## config.mk

```make
export PLATFORM = sky130hd
export DESIGN_NAME = lapd_receive_address_filter
export DESIGN_NICKNAME = d
export VERILOG_FILES = /design/src/pkg/lapd_rx_pkg.sv /design/src/rtl/lapd_receive_address_filter.sv /design/src/rtl/rx_pool_fifo.sv
export SDC_FILE = /design/constraint.sdc
export NUM_CORES = 1
export LEC_CHECK = 0
export BUFFER_PORTS_ARGS = -buffer_cell sky130_fd_sc_hd__buf_2
export CORE_AREA = 4 4 346 348
export CTS_CLUSTER_SIZE = 24
export DETAILED_ROUTE_END_ITERATION = 16
export DIE_AREA = 0 0 350 352
export PLACE_DENSITY_LB_ADDON = 0.3
export SETUP_SLACK_MARGIN = 0.1
export SLEW_MARGIN = 20
export SYNTH_ARGS = -nofsm -noshare
export SYNTH_HDL_FRONTEND = slang
export SYNTH_SLANG_ARGS = --single-unit
```

## constraint.sdc

```tcl
create_clock -name clk -period 11.53 [get_ports clk]
set_input_delay 2.306 -clock clk [delete_from_list [all_inputs] [get_ports clk]]
set_output_delay 2.306 -clock clk [all_outputs]
set_load 0.005 [all_outputs]
```

## src/pkg/lapd_rx_pkg.sv

```systemverilog
// Constants and types shared by the D-channel receive address filter
package lapd_rx_pkg;
   // ==========================================
   // Mode codes
   localparam logic [1:0] MODE_HI_AUTO = 2'h0;
   localparam logic [1:0] MODE_HI_NONAUTO = 2'h1;
   localparam logic [2:0] MODE_UNUSED = 3'h4;
   localparam logic [2:0] MODE_TRANS_TEI = 3'h5;
   localparam logic [2:0] MODE_TRANS_ALL = 3'h6;
   localparam logic [2:0] MODE_TRANS_SAPI = 3'h7;
   // ==========================================
   // Address values
   localparam logic [7:0] GROUP_SAPI_A = 8'hfe;
   localparam logic [7:0] GROUP_SAPI_B = 8'hfc;
   localparam logic [7:0] GROUP_TEI = 8'hff;
   localparam logic [7:0] CR_MASK = 8'h02;
   localparam int CR_BIT = 1;
   // ==========================================
   // Line coding and check sequence
   localparam logic [2:0] ONES_FLAG = 3'h6;
   localparam logic [2:0] ONES_STUFF = 3'h5;
   localparam logic [2:0] ONES_MAX = 3'h7;
   localparam logic [3:0] FILL_FULL = 4'he;
   localparam logic [3:0] FILL_CRC = 4'h7;
   localparam logic [2:0] PHASE_BYTE = 3'h6;
   localparam logic [15:0] CRC_INIT = 16'hffff;
   localparam logic [15:0] CRC_POLY = 16'h8408;
   localparam logic [15:0] CRC_GOOD = 16'hf0b8;
   // ==========================================
   // Frame status bit positions
   localparam int ST_ALIGN = 7;
   localparam int ST_OVF = 6;
   localparam int ST_CRC = 5;
   localparam int ST_ABORT = 4;
   localparam int ST_CMD = 3;
   localparam int ST_SAPI_B = 2;
   localparam int ST_TEI_B = 1;
   localparam int ST_GROUP = 0;
   // ==========================================
   // Reset values and sizes
   localparam logic [7:0] HOLD_RESET = 8'h00;
   localparam logic [7:0] STATUS_RESET = 8'h00;
   localparam logic [6:0] SEQ_RESET = 7'h00;
   localparam int POOL_DEPTH = 64;
   localparam int POOL_WIDTH = 9;
   typedef enum logic [2:0] {ST_HUNT, ST_ADDR_HI, ST_ADDR_LO, ST_CTRL, ST_DATA, ST_DROP} rx_state_t;
endpackage

```

## src/rtl/lapd_receive_address_filter.sv

```systemverilog
// D-channel receiver: flags, destuffing, check sequence, address filter
`timescale 1ns/1ps
`default_nettype none
module lapd_receive_address_filter #(
   parameter int DEPTH = lapd_rx_pkg::POOL_DEPTH
) (
   input wire logic clk,
   input wire logic rst_n,
   input wire logic rx_bit,
   input wire logic rx_bit_valid,
   input wire logic mode_select_high,
   input wire logic mode_select_mid,
   input wire logic mode_select_low,
   input wire logic extended_control_format,
   input wire logic cmd_resp_polarity_select,
   input wire logic [7:0] service_point_compare_a,
   input wire logic [7:0] service_point_compare_b,
   input wire logic [7:0] terminal_id_compare_a,
   input wire logic [7:0] terminal_id_compare_b,
   input wire logic pool_rd_ready,
   output logic pool_rd_valid,
   output logic [7:0] pool_rd_data,
   output logic pool_rd_last,
   output logic pool_space_ok,
   output logic [7:0] receive_control_field_holder,
   output logic [7:0] receive_frame_status,
   output logic frame_end,
   output logic ack_request,
   output logic [6:0] receive_seq_count
);
   typedef struct packed {
      logic [13:0] sh;
      logic [3:0] fill;
      logic [2:0] ph;
      logic [2:0] ones;
      logic in_frame;
      logic any;
      logic [15:0] crc;
      logic [2:0] mode;
      logic ecf;
      logic [7:0] d1;
      logic [7:0] d2;
      logic [1:0] nb;
      lapd_rx_pkg::rx_state_t st;
      logic [2:0] hit_s;
      logic [2:0] hit_t;
      logic cmd;
      logic auto_conn;
      logic iframe;
      logic ns_ok;
      logic ovf;
      logic [7:0] hold;
      logic [7:0] stat;
      logic fend;
      logic ack;
      logic [6:0] vr;
   } core_t;

   core_t r;
   core_t n;
   logic [1:0] rst_sync;
   logic rst_n_int;
   logic wr_valid;
   logic wr_ready;
   logic [8:0] wr_data;
   logic [8:0] rd_word;
   logic [2:0] mode_in;

   function automatic logic [15:0] crc_step(input logic [15:0] c, input logic b);
      logic fb;
      fb = c[0] ^ b;
      crc_step = fb ? ((c >> 1) ^ lapd_rx_pkg::CRC_POLY) : (c >> 1);
   endfunction

   function automatic logic sapi_eq(input logic [7:0] a, input logic [7:0] b);
      sapi_eq = (a & ~lapd_rx_pkg::CR_MASK) == (b & ~lapd_rx_pkg::CR_MASK);
   endfunction

   // ==========================================
   // Reset release
   always_ff @(posedge clk or negedge rst_n)
   begin
      if (!rst_n)
      begin
         rst_sync <= 2'h0;
      end
      else
      begin
         rst_sync <= {rst_sync[0], 1'b1};
      end
   end
   assign rst_n_int = rst_sync[1];
   assign mode_in = {mode_select_high, mode_select_mid, mode_select_low};

   // ==========================================
   // Receive core
   always_comb
   begin
      logic data_ev;
      logic flag;
      logic abort;
      logic byte_ev;
      logic ob_ev;
      logic [7:0] eb;
      logic [7:0] ob;
      logic [6:0] ns;
      logic valid2;
      logic done;
      logic [7:0] stat;
      n = r;
      data_ev = 1'b0;
      flag = 1'b0;
      abort = 1'b0;
      byte_ev = 1'b0;
      ob_ev = 1'b0;
      eb = 8'h00;
      ob = 8'h00;
      ns = 7'h00;
      valid2 = 1'b0;
      done = 1'b0;
      stat = 8'h00;
      wr_valid = 1'b0;
      wr_data = 9'h000;
      n.fend = 1'b0;
      n.ack = 1'b0;
      if (rx_bit_valid)
      begin
         if (rx_bit)
         begin
            n.ones = (r.ones == lapd_rx_pkg::ONES_MAX) ? r.ones : r.ones + 3'h1;
            abort = r.ones == lapd_rx_pkg::ONES_FLAG;
            data_ev = r.ones < lapd_rx_pkg::ONES_STUFF;
         end
         else
         begin
            n.ones = 3'h0;
            flag = r.ones == lapd_rx_pkg::ONES_FLAG;
            data_ev = r.ones < lapd_rx_pkg::ONES_STUFF;
         end
      end
      // Data bits lag by six so that flag bits never reach a byte
      if (data_ev && r.in_frame)
      begin
         n.sh = {rx_bit, r.sh[13:1]};
         n.fill = (r.fill == lapd_rx_pkg::FILL_FULL) ? r.fill : r.fill + 4'h1;
         n.ph = r.ph + 3'h1;
         if (n.fill >= lapd_rx_pkg::FILL_CRC)
         begin
            n.crc = crc_step(r.crc, n.sh[7]);
         end
         if (n.fill == lapd_rx_pkg::FILL_FULL && n.ph == lapd_rx_pkg::PHASE_BYTE)
         begin
            byte_ev = 1'b1;
            eb = n.sh[7:0];
         end
      end
      // Except in MODE_TRANS_ALL, two bytes are held back so the check sequence is not stored
      if (byte_ev)
      begin
         n.any = 1'b1;
         if (r.mode == lapd_rx_pkg::MODE_TRANS_ALL)
         begin
            ob_ev = 1'b1;
            ob = eb;
         end
         else
         begin
            ob_ev = r.nb == 2'h2;
            ob = r.d2;
            n.d2 = r.d1;
            n.d1 = eb;
            n.nb = (r.nb == 2'h2) ? r.nb : r.nb + 2'h1;
         end
      end
      if (ob_ev)
      begin
         unique case (r.st)
            lapd_rx_pkg::ST_HUNT, lapd_rx_pkg::ST_DROP:
            begin
               n.st = r.st;
            end
            lapd_rx_pkg::ST_ADDR_HI:
            begin
               n.hit_s[0] = sapi_eq(ob, service_point_compare_a);
               n.hit_s[1] = sapi_eq(ob, service_point_compare_b);
               n.hit_s[2] = sapi_eq(ob, lapd_rx_pkg::GROUP_SAPI_A)
                  || sapi_eq(ob, lapd_rx_pkg::GROUP_SAPI_B);
               n.cmd = ob[lapd_rx_pkg::CR_BIT] ^ cmd_resp_polarity_select;
               if (r.mode == lapd_rx_pkg::MODE_TRANS_SAPI)
               begin
                  n.st = (n.hit_s != 3'h0) ? lapd_rx_pkg::ST_DATA : lapd_rx_pkg::ST_DROP;
               end
               else if (r.mode == lapd_rx_pkg::MODE_TRANS_TEI)
               begin
                  n.st = lapd_rx_pkg::ST_ADDR_LO;
               end
               else if (r.mode[0])
               begin
                  n.st = lapd_rx_pkg::ST_ADDR_LO;
               end
               else
               begin
                  n.hit_s = 3'h0;
                  n.hit_t[0] = ob == terminal_id_compare_a;
                  n.hit_t[1] = ob == terminal_id_compare_b;
                  n.hit_t[2] = 1'b0;
                  n.cmd = n.hit_t[0];
                  n.st = (n.hit_t[1:0] != 2'h0) ? lapd_rx_pkg::ST_CTRL : lapd_rx_pkg::ST_DROP;
               end
            end
            lapd_rx_pkg::ST_ADDR_LO:
            begin
               n.hit_t[0] = ob == terminal_id_compare_a;
               n.hit_t[1] = ob == terminal_id_compare_b;
               n.hit_t[2] = ob == lapd_rx_pkg::GROUP_TEI;
               valid2 = (r.hit_s[0] && (n.hit_t[0] || n.hit_t[2]))
                  || (r.hit_s[1] && (n.hit_t[1] || n.hit_t[2]))
                  || (r.hit_s[2] && (n.hit_t != 3'h0));
               if (r.mode == lapd_rx_pkg::MODE_TRANS_TEI)
               begin
                  n.hit_s = 3'h0;
                  n.st = (n.hit_t != 3'h0) ? lapd_rx_pkg::ST_DATA : lapd_rx_pkg::ST_DROP;
               end
               else
               begin
                  n.st = valid2 ? lapd_rx_pkg::ST_CTRL : lapd_rx_pkg::ST_DROP;
                  n.auto_conn = r.mode[2:1] == lapd_rx_pkg::MODE_HI_AUTO
                     && r.hit_s[0] && n.hit_t[0];
               end
            end
            lapd_rx_pkg::ST_CTRL:
            begin
               n.hold = ob;
               n.iframe = !ob[0];
               ns = r.ecf ? ob[7:1] : {4'h0, ob[3:1]};
               n.ns_ok = ns == r.vr;
               n.st = lapd_rx_pkg::ST_DATA;
            end
            lapd_rx_pkg::ST_DATA:
            begin
               wr_valid = 1'b1;
               wr_data = {1'b0, ob};
               if (!wr_ready)
               begin
                  n.ovf = 1'b1;
               end
            end
         endcase
      end
      // Frame end on closing flag or abort
      if ((flag || abort) && r.in_frame && r.any)
      begin
         done = r.st == lapd_rx_pkg::ST_DATA;
         stat[lapd_rx_pkg::ST_ALIGN] = flag && r.ph == lapd_rx_pkg::PHASE_BYTE;
         stat[lapd_rx_pkg::ST_OVF] = r.ovf || !wr_ready;
         stat[lapd_rx_pkg::ST_CRC] = r.crc == lapd_rx_pkg::CRC_GOOD;
         stat[lapd_rx_pkg::ST_ABORT] = abort;
         stat[lapd_rx_pkg::ST_CMD] = r.cmd;
         stat[lapd_rx_pkg::ST_SAPI_B] = r.hit_s[1];
         stat[lapd_rx_pkg::ST_TEI_B] = r.hit_t[1];
         stat[lapd_rx_pkg::ST_GROUP] = r.hit_s[2] || r.hit_t[2];
         if (done)
         begin
            wr_valid = 1'b1;
            wr_data = {1'b1, stat};
            n.stat = stat;
            n.fend = 1'b1;
            if (r.auto_conn && r.iframe && r.ns_ok && stat[lapd_rx_pkg::ST_CRC]
               && stat[lapd_rx_pkg::ST_ALIGN])
            begin
               n.vr = r.ecf ? r.vr + 7'h1 : {4'h0, r.vr[2:0] + 3'h1};
               n.ack = 1'b1;
            end
         end
      end
      if (abort)
      begin
         n.in_frame = 1'b0;
      end
      // Opening flag latches the mode for the whole frame
      if (flag)
      begin
         n.in_frame = 1'b1;
         n.any = 1'b0;
         n.fill = 4'h0;
         n.ph = 3'h0;
         n.nb = 2'h0;
         n.crc = lapd_rx_pkg::CRC_INIT;
         n.mode = mode_in;
         n.ecf = extended_control_format;
         n.hit_s = 3'h0;
         n.hit_t = 3'h0;
         n.cmd = 1'b0;
         n.auto_conn = 1'b0;
         n.iframe = 1'b0;
         n.ns_ok = 1'b0;
         n.ovf = 1'b0;
         if (mode_in == lapd_rx_pkg::MODE_TRANS_ALL)
         begin
            n.st = lapd_rx_pkg::ST_DATA;
         end
         else if (mode_in == lapd_rx_pkg::MODE_UNUSED)
         begin
            n.st = lapd_rx_pkg::ST_DROP;
         end
         else
         begin
            n.st = lapd_rx_pkg::ST_ADDR_HI;
         end
      end
   end

   always_ff @(posedge clk or negedge rst_n_int)
   begin
      if (!rst_n_int)
      begin
         r <= '0;
         r.st <= lapd_rx_pkg::ST_HUNT;
         r.crc <= lapd_rx_pkg::CRC_INIT;
         r.hold <= lapd_rx_pkg::HOLD_RESET;
         r.stat <= lapd_rx_pkg::STATUS_RESET;
         r.vr <= lapd_rx_pkg::SEQ_RESET;
      end
      else
      begin
         r <= n;
      end
   end

   // ==========================================
   // Receive pool
   rx_pool_fifo #(
      .WIDTH(lapd_rx_pkg::POOL_WIDTH),
      .DEPTH(DEPTH)
   ) u_pool (
      .clk(clk),
      .rst_n(rst_n_int),
      .in_valid(wr_valid),
      .in_ready(wr_ready),
      .in_data(wr_data),
      .out_valid(pool_rd_valid),
      .out_ready(pool_rd_ready),
      .out_data(rd_word)
   );

   // ==========================================
   // Outputs
   assign pool_rd_data = rd_word[7:0];
   assign pool_rd_last = rd_word[8];
   assign pool_space_ok = wr_ready;
   assign receive_control_field_holder = r.hold;
   assign receive_frame_status = r.stat;
   assign frame_end = r.fend;
   assign ack_request = r.ack;
   assign receive_seq_count = r.vr;
endmodule
`default_nettype wire

```

## src/rtl/rx_pool_fifo.sv

```systemverilog
// Receive pool buffer: synchronous FIFO with valid/ready on both sides
`timescale 1ns/1ps
`default_nettype none
module rx_pool_fifo #(
   parameter int WIDTH = 9,
   parameter int DEPTH = 64
) (
   input wire logic clk,
   input wire logic rst_n,
   input wire logic in_valid,
   output logic in_ready,
   input wire logic [WIDTH-1:0] in_data,
   output logic out_valid,
   input wire logic out_ready,
   output logic [WIDTH-1:0] out_data
);
   localparam int AW = $clog2(DEPTH);
   typedef struct packed {
      logic [AW-1:0] wptr;
      logic [AW-1:0] rptr;
      logic [AW:0] count;
   } fifo_t;

   fifo_t r;
   fifo_t n;
   logic [WIDTH-1:0] mem [DEPTH];
   logic push;
   logic pop;

   // ==========================================
   // Handshake
   assign in_ready = r.count != (AW+1)'(DEPTH);
   assign out_valid = r.count != '0;
   assign out_data = mem[r.rptr];
   assign push = in_valid && in_ready;
   assign pop = out_valid && out_ready;

   always_comb
   begin
      n = r;
      if (push)
      begin
         n.wptr = r.wptr + 1'b1;
      end
      if (pop)
      begin
         n.rptr = r.rptr + 1'b1;
      end
      if (push && !pop)
      begin
         n.count = r.count + 1'b1;
      end
      else if (pop && !push)
      begin
         n.count = r.count - 1'b1;
      end
   end

   always_ff @(posedge clk or negedge rst_n)
   begin
      if (!rst_n)
      begin
         r <= '0;
      end
      else
      begin
         r <= n;
      end
   end

   // ==========================================
   // Storage
   always_ff @(posedge clk)
   begin
      if (push)
      begin
         mem[r.wptr] <= in_data;
      end
   end
endmodule
`default_nettype wire
```

# Word level (Yosys, flattened, before mapping)
# Memory sizes are Yosys's and may differ from the RTL's.
# Index checks and enable logic that the tools add are counted.
[op_classes] add_sub_neg=10 magnitude_cmp=2 eq_ne=34 muxes=69 bitwise_logic=4 reduce_logical=60
[op_table] operator="$mux 16" count=4
[op_table] operator="$mux 8" count=8
[op_table] operator="$mux 7" count=9
[op_table] operator="$mux 22" count=2
[op_table] operator="$mux 9" count=4
[op_table] operator="$mux 3" count=11
[op_table] operator="$eq 3x3->1 const B" count=10
[op_table] operator="$mux 1" count=24
[op_table] operator="$reduce_bool 2->1" count=11
[op_table] operator="$eq 7x7->1" count=3
[op_table] operator="$logic_and 1x1->1" count=18
[op_table] operator="$eq 16x16->1 const B" count=1
[op_table] operator="$eq 8x8->1" count=2
[op_table] operator="$reduce_and 2->1" count=8
[op_table] operator="$reduce_and 3->1" count=5
[op_table] operator="$add 7x1->7 const B" count=2
[op_table] operator="$add 6x1->6 const B" count=2
[op_table] operator="$ne 3x3->1 const B" count=4
[op_table] operator="$pmux 6 s2" count=1
[op_table] operator="$ne 2x2->1 const B" count=5
[op_table] operator="$add 3x1->3 const B" count=3
[op_table] operator="$pmux 3 s3" count=1
[op_table] operator="$reduce_bool 3->1" count=3
[op_table] operator="$eq 4x4->1 const B" count=2
[op_table] operator="22 further kinds" count=36
[totals] regBits=124 ramBits=576 inputBits=42 output_inout_bits=36 mem_count=1
[mem_list] memory="u_pool.mem" words=64 width=9 read_ports=1 rd_clocked_by_memory_dff=0 write_ports=1 line_no="rx_pool_fifo.sv:26" text="logic [WIDTH-1:0] mem [DEPTH];"

# Logic depth before layout (Yosys ltp)
# Gate-level depths: netlist (run 1).
[depth] word_depth=18 mapped_depth=17

# Hierarchy
# From an unflattened synthesis (run 1), not the netlist that was laid out.
[hier_totals] hier_cells=1742 hier_area_um2=29105.4
[modules_own_cells] module="rx_pool_fifo" n_inst=1 cells_per_inst=1148 area_per_inst_um2=23408.7 seq_area_each_um2=17772.0
[modules_own_cells] module="lapd_receive_address_filter" n_inst=1 cells_per_inst=594 area_per_inst_um2=5696.7 seq_area_each_um2=2597.5

# Least setup slack after synthesis (run 1)
# Ideal clock, no wire load.
[synth_path] path_kind="input -> register" startpoint="input port rx_bit_valid" endpoint="memory u_pool.mem[0][0], data pin" setup_time_ns=0.721 t_arrival_ns=6.108 required_time_ns=10.809 setup_slack_ns=4.701 path_stages=7 n_path_buf=0 cell_sequence="nand2_1 -> a2111oi_4 -> and3_4 -> o21ai_4 -> nor2_1 -> nand2_1 -> o31ai_1"
[synth_via] elab_chain_len=9 word_cells_on_any_way=16 cone_classes="mux (12); reduce/logical (4)"
[synth_rtl] element="from (decl)" line_no="lapd_receive_address_filter.sv:10" text="input wire logic rx_bit_valid,"
[synth_rtl] element="$mux 1" line_no="lapd_receive_address_filter.sv:126" text="if (rx_bit_valid)"
[synth_rtl] element="$logic_and 1x1->1" line_no="lapd_receive_address_filter.sv:142" text="if (data_ev && r.in_frame)"
[synth_rtl] element="$mux 8" line_no="lapd_receive_address_filter.sv:142"
[synth_rtl] element="$mux 8" line_no="lapd_receive_address_filter.sv:161" text="if (r.mode == lapd_rx_pkg::MODE_TRANS_ALL)"
[synth_rtl] element="$mux 8" line_no="lapd_receive_address_filter.sv:158" text="if (byte_ev)"
[synth_rtl] element="$mux 8" line_no="lapd_receive_address_filter.sv:177" text="unique case (r.st)"
[synth_rtl] element="$mux 8" line_no="lapd_receive_address_filter.sv:175" text="if (ob_ev)"
[synth_rtl] element="$mux 9" line_no="lapd_receive_address_filter.sv:262" text="if (done)"
[synth_rtl] element="$mux 9 (*)" line_no="lapd_receive_address_filter.sv:251" text="if ((flag || abort) && r.in_frame && r.any)"
[synth_rtl] element="named net u_pool.in_data[0]" line_no="rx_pool_fifo.sv:12" text="input wire logic [WIDTH-1:0] in_data,"
[synth_rtl] element="to (decl)" line_no="rx_pool_fifo.sv:26"
# Mark *: on every way through the listed nets, which the timed path passes. The rest lies on a longest branch.

# Final worst setup path (run 1)
[layout_path] startpoint="register u_pool.r[7] (netlist bit)" endpoint="output port pool_rd_last"
[layout_via] elab_chain_len=1
[layout_rtl] element="from (decl)" line_no="rx_pool_fifo.sv:24" text="fifo_t r;"
[layout_rtl] element="from (signal assigned)" line_no="rx_pool_fifo.sv:67" text="r <= n;"
[layout_rtl] element="$mem_v2 64x9"
[layout_rtl] element="to (decl)" line_no="lapd_receive_address_filter.sv:23" text="output logic pool_rd_last,"
# No other way between the ends.

==> results of run 1 <==
==> per-layer routing <==
layer  wire, um  vias to the layer above  part of all wire  track usage
met3       3420                      107             0.050       0.0224
met4       1760                        0             0.026       0.0354
met2      33400                      355              0.49        0.181
li1           -                     6486                 -            -
met1      30100                     7804              0.44        0.149
met5          0                        -                 0            0
==> registers in the layout, indices dropped and copies added (netlist names) <==
| register | count |
|---|---|
| receive_control_field_holder | 8 |
| rst_sync | 2 |
| receive_seq_count | 7 |
| u_pool.mem | 576 |
| ack_request | 1 |
| u_pool.r | 19 |
| r | 76 |
| frame_end | 1 |
| receive_frame_status | 8 |
==> cell type report <==
cell class,count,area (um2),share of cell area
inverter,22,82.6,0.00246
clock inverter,36,343,0.0102
tap,1524,1910,0.0568
multi-input combinational,784,8210,0.245
timing repair buffer,93,523,0.0156
clock buffer,102,2100,0.0627
sequential,698,20400,0.608
==> path summary, 6_finish.rpt <==
kind	startpoint	end	slack (ps)
max	u_pool.r[7]	pool_rd_last	4480
min	rst_sync[0]	rst_sync[1]	350
max reg2reg	r[85]	u_pool.mem[20][2]	6190
min reg2reg	rst_sync[0]	rst_sync[1]	350
max in group asynchronous	rst_sync[1]	u_pool.r[9]	9730
min in group asynchronous	rst_sync[1]	u_pool.r[6]	430
==> cells by family after synthesis <==
group,Yosys count,synth area share
flops,698,0.701
simple gates,352,0.0607
mux,222,0.160
compound gates,134,0.0327
buf+inv,127,0.0208
xor+xnor,56,0.0169
fa+ha+maj,19,0.00844
other cells,1,0.000129
==> critical path, delay by kind of cell (launching register included) <==
kind     cells  cell delay (ps)
mux          3             1790
buf+inv      3             1440
flops        1              820
==> placed cells by master, fill, tap and decap left out, types with 4 or more instances in the layout <==
cell type,instances
a21oi_1,27
a31oi_1,9
and3_1,6
buf_2,75
buf_4,17
bufinv_16,4
clkbuf_1,18
clkbuf_16,78
clkbuf_8,6
clkinv_1,18
clkinv_2,6
dfrtp_1,101
dfstp_2,16
edfxtp_1,576
ha_1,18
inv_1,21
mux2_2,24
mux2i_1,6
mux4_2,189
nand2_1,128
nand2b_1,4
nand3_1,18
nand4_1,14
nand4b_1,4
nor2_1,107
nor2_2,4
nor3_1,9
nor4_1,7
nor4b_1,5
o21ai_0,31
o21ai_4,5
o22a_1,16
o31ai_1,4
or2_2,6
or3_1,4
xnor2_1,39
xor2_1,17
==> report_power, final <==
| group | switching (W) | internal (W) |
|---|---|---|
| combinational | 0.000451 | 0.000416 |
| sequential | 0.000178 | 0.00279 |
| clock | 0.000988 | 0.00138 |
==> per-stage QoR <==
step / area (um2) / hold slack, ps / instances / power (W)
final: 33500 / 351 / 3259 / 0.00620
after global routing: 33500 / 355 / 3259 / 0.00649
after CTS: 33500 / 353 / 3259 / 0.00631
after detailed placement: 31100 / 341 / 3121 / 0.00392
after global placement: 31100 / 339 / 3121 / 0.00390
after floorplan: 29100 / 331 / 1609 / 0.00368
==> metrics.yaml, run 1 <==
pwr:
  power.density_nw_per_um2: 185
  vdd_drop_max_mv: 0.155
  power_leakage_nw: 10.7
floorplanning:
  die_area_um2: 123000
  die_x_um: 350
  initial_core_util: 0.250
  fp.coreArea_um2: 116000
  die_h_um: 352
  boundaryPins: 78
  rows: 125
final_layout:
  drive_above_1_share: 0.277
  area_growth_pct: 15.4
  finish.utilization: 0.289
  diodes: 0
  final_nets: 1736
  fill_cells: 11411
synthesis:
  ys_seq_area_frac: 0.701
  ys_ff_latch: 698
  syn_area_um2: 29100
  ys_warn_count: 0
  ys_types: 82
  synth_edf_count: 576
  async_reset_ff_frac: 0.175
  synth_ff_type: "edfxtp_1"
  synth_top_area_cell: "edfxtp_1"
  syn_inst: 1609
  synthTopCellsByArea: "edfxtp_1 60%, mux4_2 15%, dfrtp_1 9.1%"
  netlist.area_leader.share: 0.595
  synth.top_cells.by_count: "576 x edfxtp_1, 189 x mux4_2, 128 x nand2_1, 111 x nor2_1, 106 x dfrtp_1"
  synth.avg_cell_area_um2: 18.1
  syn_nets: 1670
  yosysMostFrequentCell: "edfxtp_1"
critical_path:
  crit_top_cell: "mux4_2"
  crit_required_ps: 9220
  endpoint_kind: "primary output"
  cp_slowest_cell: "dfrtp_4"
  r2r_cells: 9
  crit_chain: "buf_4, buf_12, mux4_2, mux4_2, mux4_2, buf_2"
  cp.arrival_ps: 4740
  max_stage_delay_ps: 820
  cp-start-kind: "flip-flop"
  crit_fanout: 89
  worstSetupPathType: "reg -> out"
clock_tree:
  cts.htree.levels: 3
  clk_pin_slew_ps: 50
  clock-sinks: 698
  cts_tree: "yes"
  post_cts_resized: 0
  clockBufferDepth: 3
  cts_root_buffer: "clkbuf_16"
  cts_made_buffers: 76
  ctsHoldBuffers: 0
  clock_latency_ps: 620
  post_cts_buffers: 0
grt:
  grt_pass1_wl_um: 103000
  grt_usage: 0.111
  grt_antenna_before_repair: 0
  grt_max_degree: 90
  overflow: 0
  grt_pass1_vias: 15417
placed_design:
  preCtsSetupSlack_ps: 4650
  gp_congestion: 0.830
  hpwlAfterDp_um: 42400
  io_buffers: 75
timing:
  fmax_ghz: 0.142
  finalCritPeriodShare: 0.612
  max_slew_margin: 0.258
  tightest_slew_ps: 1110
  rsz0062_at_grt: "no"
  skew_ps: 29.5
  setup_slack_ps: 4480
  fin_crit_ps: 7050
  finalSetupTns_ps: 0
  setup_viol: 0
  final_max_slew_viol_count: 0
  hold_viol_final: 0
drt:
  antenna_left: 0
  num_vias: 14752
  drc: 0
  routedWlPerCell_um: 21.1
  drt-total-wl_um: 68700
  viasPerCell: 4.53
  drt-pass1-iter-count: 5
  drt-initial-drc-count: 1287
min_path:
  holdPathStages: 0
  hold_path_class: "reg -> reg"
flow_run:
  maxCapViolCount: 0
outcome:
  status: "finished, final reports clean"
Note: power is estimated with default switching activity, not from simulation.
==> run 2, diff against run 1 <==
--- a/config.mk
+++ b/config.mk
@@ -5,11 +5,12 @@
 export SDC_FILE = /design/constraint.sdc
 export NUM_CORES = 1
 export LEC_CHECK = 0
+export ABC_AREA = 1
 export BUFFER_PORTS_ARGS = -buffer_cell sky130_fd_sc_hd__buf_2
-export CORE_AREA = 4 4 346 348
+export CORE_AREA = 4 4 348 350
 export CTS_CLUSTER_SIZE = 24
 export DETAILED_ROUTE_END_ITERATION = 16
-export DIE_AREA = 0 0 350 352
+export DIE_AREA = 0 0 352 354
 export PLACE_DENSITY_LB_ADDON = 0.3
 export SETUP_SLACK_MARGIN = 0.1
 export SLEW_MARGIN = 20
==> constraint.sdc (replaced) <==
create_clock -name clk -period 5.7 [get_ports clk]
set_input_delay 1.14 -clock clk [delete_from_list [all_inputs] [get_ports clk]]
set_output_delay 1.14 -clock clk [all_outputs]
set_load 0.005 [all_outputs]
==> metrics.yaml, run 2 <==
outcome:
  status: "finished, final reports clean"
clock_tree:
  clock-sinks: 698
  cts_made_buffers: 81
  clock_latency_ps: 640
  cts_root_buffer: "clkbuf_16"
  cts_tree: "yes"
  post_cts_buffers: 0
  cts.htree.levels: 3
  ctsHoldBuffers: 0
  clk_pin_slew_ps: 60
  post_cts_resized: 0
  clockBufferDepth: 3
synthesis:
  ys_warn_count: 0
  syn_inst: 2496
  syn_area_um2: 29300
  synth_ff_type: "edfxtp_1"
  synth_top_area_cell: "edfxtp_1"
  ys_seq_area_frac: 0.695
  ys_types: 49
  ys_ff_latch: 698
  synth_edf_count: 576
  synthTopCellsByArea: "edfxtp_1 59%, dfrtp_1 9.1%, o21ai_0 6.0%"
  synth.top_cells.by_count: "576 x edfxtp_1, 438 x nor2_1, 350 x o21ai_0, 246 x nand2_1, 120 x clkbuf_1"
  synth.avg_cell_area_um2: 11.7
  async_reset_ff_frac: 0.175
  syn_nets: 2557
  netlist.area_leader.share: 0.590
  yosysMostFrequentCell: "edfxtp_1"
final_layout:
  final_cell_count_no_fill: 4157
  top_regs: "u_pool.mem (576), r (76), u_pool.r (19)"
  largest_reg_flops: 576
  area_growth_pct: 16.3
  largest_register: "u_pool.mem"
  final_nets: 2620
  final_common_cell: "edfxtp_1"
  diodes: 0
  mostFrequentLayoutCells: "576 x edfxtp_1, 437 x nor2_1, 343 x o21ai_0"
  fill_cells: 11960
  drive_above_1_share: 0.123
  design_area_um2: 34100
drt:
  viasPerCell: 4.63
  drt-total-wl_um: 80500
  drc: 0
  antenna_left: 0
  drt-pass1-iter-count: 5
  drt-initial-drc-count: 1517
  num_vias: 19230
  routedWlPerCell_um: 19.4
grt:
  grt_max_degree: 177
  grt_pass1_vias: 18585
  grt_usage: 0.125
  grt_pass1_wl_um: 120000
  grt_antenna_before_repair: 2
  overflow: 0
critical_path:
  crit_chain: "inv_4, buf_4, buf_4, o21ai_0, o22ai_1, nand2_1, nand4_1, a32o_1, buf_2"
  r2r_end: "u_pool.mem[11][0]"
  crit_top_cell: "buf_4"
  crit_fanout: 66
  crit_required_ps: 4560
  reg2reg_slack_ps: 1410
  max_stage_delay_ps: 650
  worstSetupPathType: "reg -> out"
  cp-start-kind: "flip-flop"
  r2r_cells: 14
  endpoint_kind: "primary output"
  cp_slowest_cell: "dfrtp_4"
  r2r-start: "r[85]"
  cp.arrival_ps: 3710
timing:
  tightest_slew_ps: 1120
  setup_viol: 0
  hold_viol_final: 0
  max_slew_margin: 0.254
  rsz0062_at_grt: "no"
  fmax_ghz: 0.206
  finalSetupTns_ps: 0
  finalCritPeriodShare: 0.851
  skew_ps: 28.5
  setup_slack_ps: 852
  final_max_slew_viol_count: 0
  fin_crit_ps: 4850
floorplanning:
  die_h_um: 354
  die_x_um: 352
  die_area_um2: 125000
  boundaryPins: 78
  fp.coreArea_um2: 118000
  initial_core_util: 0.249
  rows: 126
placed_design:
  preCtsSetupSlack_ps: 1140
  io_buffers: 75
  hpwlAfterDp_um: 47900
  place_area_um2: 31500
  gp_congestion: 0.803
  dp_cells: 4011
pwr:
  vdd_drop_max_mv: 0.441
  power_leakage_nw: 12.6
  power.density_nw_per_um2: 445
flow_run:
  maxCapViolCount: 0
min_path:
  hold_path_class: "in -> async"
[run 2: cell type report]
cell class	instances	area (um2)	share of cell area
Clock buffer	111	2180	0.0640
Clock inverter	34	327	0.00959
Inverter	125	479	0.0141
Multi-Input combinational cell	1519	7900	0.232
Sequential cell	698	20400	0.598
Tap cell	1536	1920	0.0564
Timing Repair Buffer	134	881	0.0259
[run 2: worst max path at each step]
| stage | from | to | slack (ps) | cells after the start |
|---|---|---|---|---|
| 3_5_place_dp | rx_bit_valid | u_pool.r[6] | 1140 | 22 |
| 5_1_grt | u_pool.r[8] | pool_rd_last | 640 | 9 |
| 2_1_floorplan | rx_bit_valid | u_pool.mem[0][4] | 170 | 6 |
| 4_1_cts | u_pool.r[8] | pool_rd_data[0] | 740 | 9 |
| 3_3_place_gp | rx_bit_valid | u_pool.r[6] | 1160 | 22 |
| 6_report | u_pool.r[8] | pool_rd_data[2] | 850 | 9 |
[run 2: critical path, delay by kind of cell (launching register included)]
kind            cells  cell delay (ps)
buf+inv             4             1430
flops               1              650
compound gates      3              590
simple gates        2              320
[run 2: power by group]
group | switching, W | total (W) | leakage, nW | internal (W)
clock | 0.00207 | 0.00494 | 1.21 | 0.00287
combinational | 0.00300 | 0.00432 | 3.91 | 0.00132
sequential | 0.000253 | 0.00591 | 7.46 | 0.00566
[run 2: cells by family after synthesis]
kind of cell / after synthesis / synth area share
AO/OA/AOI/OAI: 600 / 0.120
XOR/XNOR: 29 / 0.00867
adder cells (fa/ha/maj): 19 / 0.00837
buffers and inverters: 279 / 0.0388
flip-flops: 698 / 0.695
multiplexers: 6 / 0.00231
other: 1 / 0.000128
AND/OR/NAND/NOR: 864 / 0.126
[run 2: per-stage QoR]
stage	util	hold WS (ps)	total power (W)
6_report	0.289	275	0.0152
5_1_grt	0.289	255	0.0160
4_1_cts	0.289	235	0.0153
3_5_place_dp	0.268	343	0.0104
3_3_place_gp	0.268	337	0.0103
2_1_floorplan	-	331	0.00873
[run 2: per-layer routing]
layer / share of wire / up-vias / global-route usage
li1: - / 9132 / -
met1: 0.46 / 9502 / 0.175
met2: 0.46 / 493 / 0.201
met3: 0.050 / 103 / 0.0210
met4: 0.023 / 0 / 0.0357
met5: 0 / - / 0
==> run 3, diff against run 2 <==
--- a/config.mk
+++ b/config.mk
@@ -5,12 +5,11 @@
 export SDC_FILE = /design/constraint.sdc
 export NUM_CORES = 1
 export LEC_CHECK = 0
-export ABC_AREA = 1
 export BUFFER_PORTS_ARGS = -buffer_cell sky130_fd_sc_hd__buf_2
-export CORE_AREA = 4 4 348 350
+export CORE_AREA = 4 4 346 348
 export CTS_CLUSTER_SIZE = 24
 export DETAILED_ROUTE_END_ITERATION = 16
-export DIE_AREA = 0 0 352 354
+export DIE_AREA = 0 0 350 352
 export PLACE_DENSITY_LB_ADDON = 0.3
 export SETUP_SLACK_MARGIN = 0.1
 export SLEW_MARGIN = 20
==> metrics.yaml, run 3 (synthesis results as in run 1) <==
placed_design:
  hpwlAfterDp_um: 45100
  gp_congestion: 0.817
  dp_cells: 3186
  io_buffers: 75
floorplanning:
  die_h_um: 352
  initial_core_util: 0.250
  boundaryPins: 78
  fp.coreArea_um2: 116000
  die_area_um2: 123000
  die_x_um: 350
  rows: 125
final_layout:
  final_common_cell: "edfxtp_1"
  area_growth_pct: 17.7
  diodes: 0
  top_regs: "u_pool.mem (576), r (76), u_pool.r (19)"
  largest_register: "u_pool.mem"
  mostFrequentLayoutCells: "576 x edfxtp_1, 189 x mux4_2, 128 x nand2_1"
  final_cell_count_no_fill: 3328
  final_nets: 1803
  drive_above_1_share: 0.308
  largest_reg_flops: 576
min_path:
  hold_path_class: "in -> async"
timing:
  fin_crit_ps: 4840
  max_slew_margin: 0.323
  setup_viol: 0
  finalCritPeriodShare: 0.849
  rsz0062_at_grt: "no"
  skew_ps: 35.4
  fmax_ghz: 0.207
  tightest_slew_ps: 1010
  holdWs_ps: 280
  finalSetupTns_ps: 0
  final_max_slew_viol_count: 0
  hold_viol_final: 0
clock_tree:
  post_cts_buffers: 0
  cts_made_buffers: 78
  ctsHoldBuffers: 0
  cts_root_buffer: "clkbuf_16"
  clk_pin_slew_ps: 60
  post_cts_resized: 0
  cts_tree: "yes"
  clock-sinks: 698
  clockBufferDepth: 3
  cts.htree.levels: 3
  clock_latency_ps: 630
drt:
  drt-pass1-iter-count: 5
  routedWlPerCell_um: 21.3
  antenna_left: 0
  drc: 0
  viasPerCell: 4.53
  num_vias: 15061
  drt-total-wl_um: 70800
  drt-initial-drc-count: 1300
critical_path:
  crit_required_ps: 4560
  endpoint_kind: "primary output"
  setup.worst_path.start: "u_pool.r[7]"
  cp_slowest_cell: "dfrtp_4"
  crit_chain: "buf_12, mux4_2, mux4_2, mux4_2, buf_2"
  crit_top_cell: "mux4_2"
  cp.arrival_ps: 3700
  r2r_cells: 18
  crit_fanout: 45
  r2r_end: "u_pool.r[6]"
  r2r-start: "r[85]"
  reg2reg_slack_ps: 1330
  max_stage_delay_ps: 800
  worstSetupPathType: "reg -> out"
  cp-start-kind: "flip-flop"
grt:
  grt_antenna_before_repair: 3
  grt_pass1_vias: 15559
  grt_pass1_wl_um: 105000
  grt_usage: 0.114
  overflow: 0
  grt_max_degree: 71
outcome:
  status: "finished, final reports clean"
pwr:
  power_leakage_nw: 11.6
  vdd_drop_max_mv: 0.265
  p_total_w: 0.0129
  power.density_nw_per_um2: 377
flow_run:
  maxCapViolCount: 0
run 3: cell count changes in the layout (fill, tap and decap cells not counted), moves of 31 or more:
cell	change
o21ai_0	-312
mux4_2	+189
o221ai_1	-58
nand3_1	-57
nand2_1	-118
nor2_1	-327
xnor2_1	+31
inv_1	-95
o22ai_1	-91
run 3: how the worst max path moves through the flow:
stage / to / slack [ps] / cells past startpoint
after global routing: pool_rd_last / 660 / 5
after CTS: pool_rd_last / 700 / 5
after global placement: u_pool.r[6] / 830 / 17
after floorplan: u_pool.mem[0][0] / 40 / 7
after detailed placement: u_pool.r[6] / 860 / 17
final: pool_rd_data[2] / 860 / 5
run 3: worst max-delay path: cells and delay by family, from the launching register on:
family | cells | cell delay (ps)
DFF | 1 | 800
buffers and inverters | 2 | 580
muxes | 3 | 1650
run 3: routing by layer:
metal	GRT usage	part of all wire	vias up	wire length (um)
met3	0.0223	0.050	105	3540
met2	0.192	0.50	363	35600
met5	0	0	-	0
met1	0.149	0.42	7958	29800
met4	0.0350	0.026	0	1810
li1	-	-	6635	-
run 3: final cells by class:
class	count	area [um2]
multi-input combinational	784	8200
clock inverter	52	552
timing repair buffer	158	1070
fill	11366	82000
sequential	698	20400
tap	1524	1910
inverter	22	82.6
clock buffer	90	2030
run 3: report_power, final:
part | internal, W | switching, W
sequential | 0.00564 | 0.000417
clock | 0.00298 | 0.00205
combinational | 0.000920 | 0.000900
total | 0.00954 | 0.00337
run 3: stage by stage:
step / util / setup WS [ps] / cell area (um2)
detailed placement: 0.272 / 859 / 31600
floorplan: - / 37.4 / 29100
global route: 0.295 / 657 / 34200
finish: 0.295 / 858 / 34200
CTS: 0.295 / 701 / 34200
global placement: 0.272 / 835 / 31600
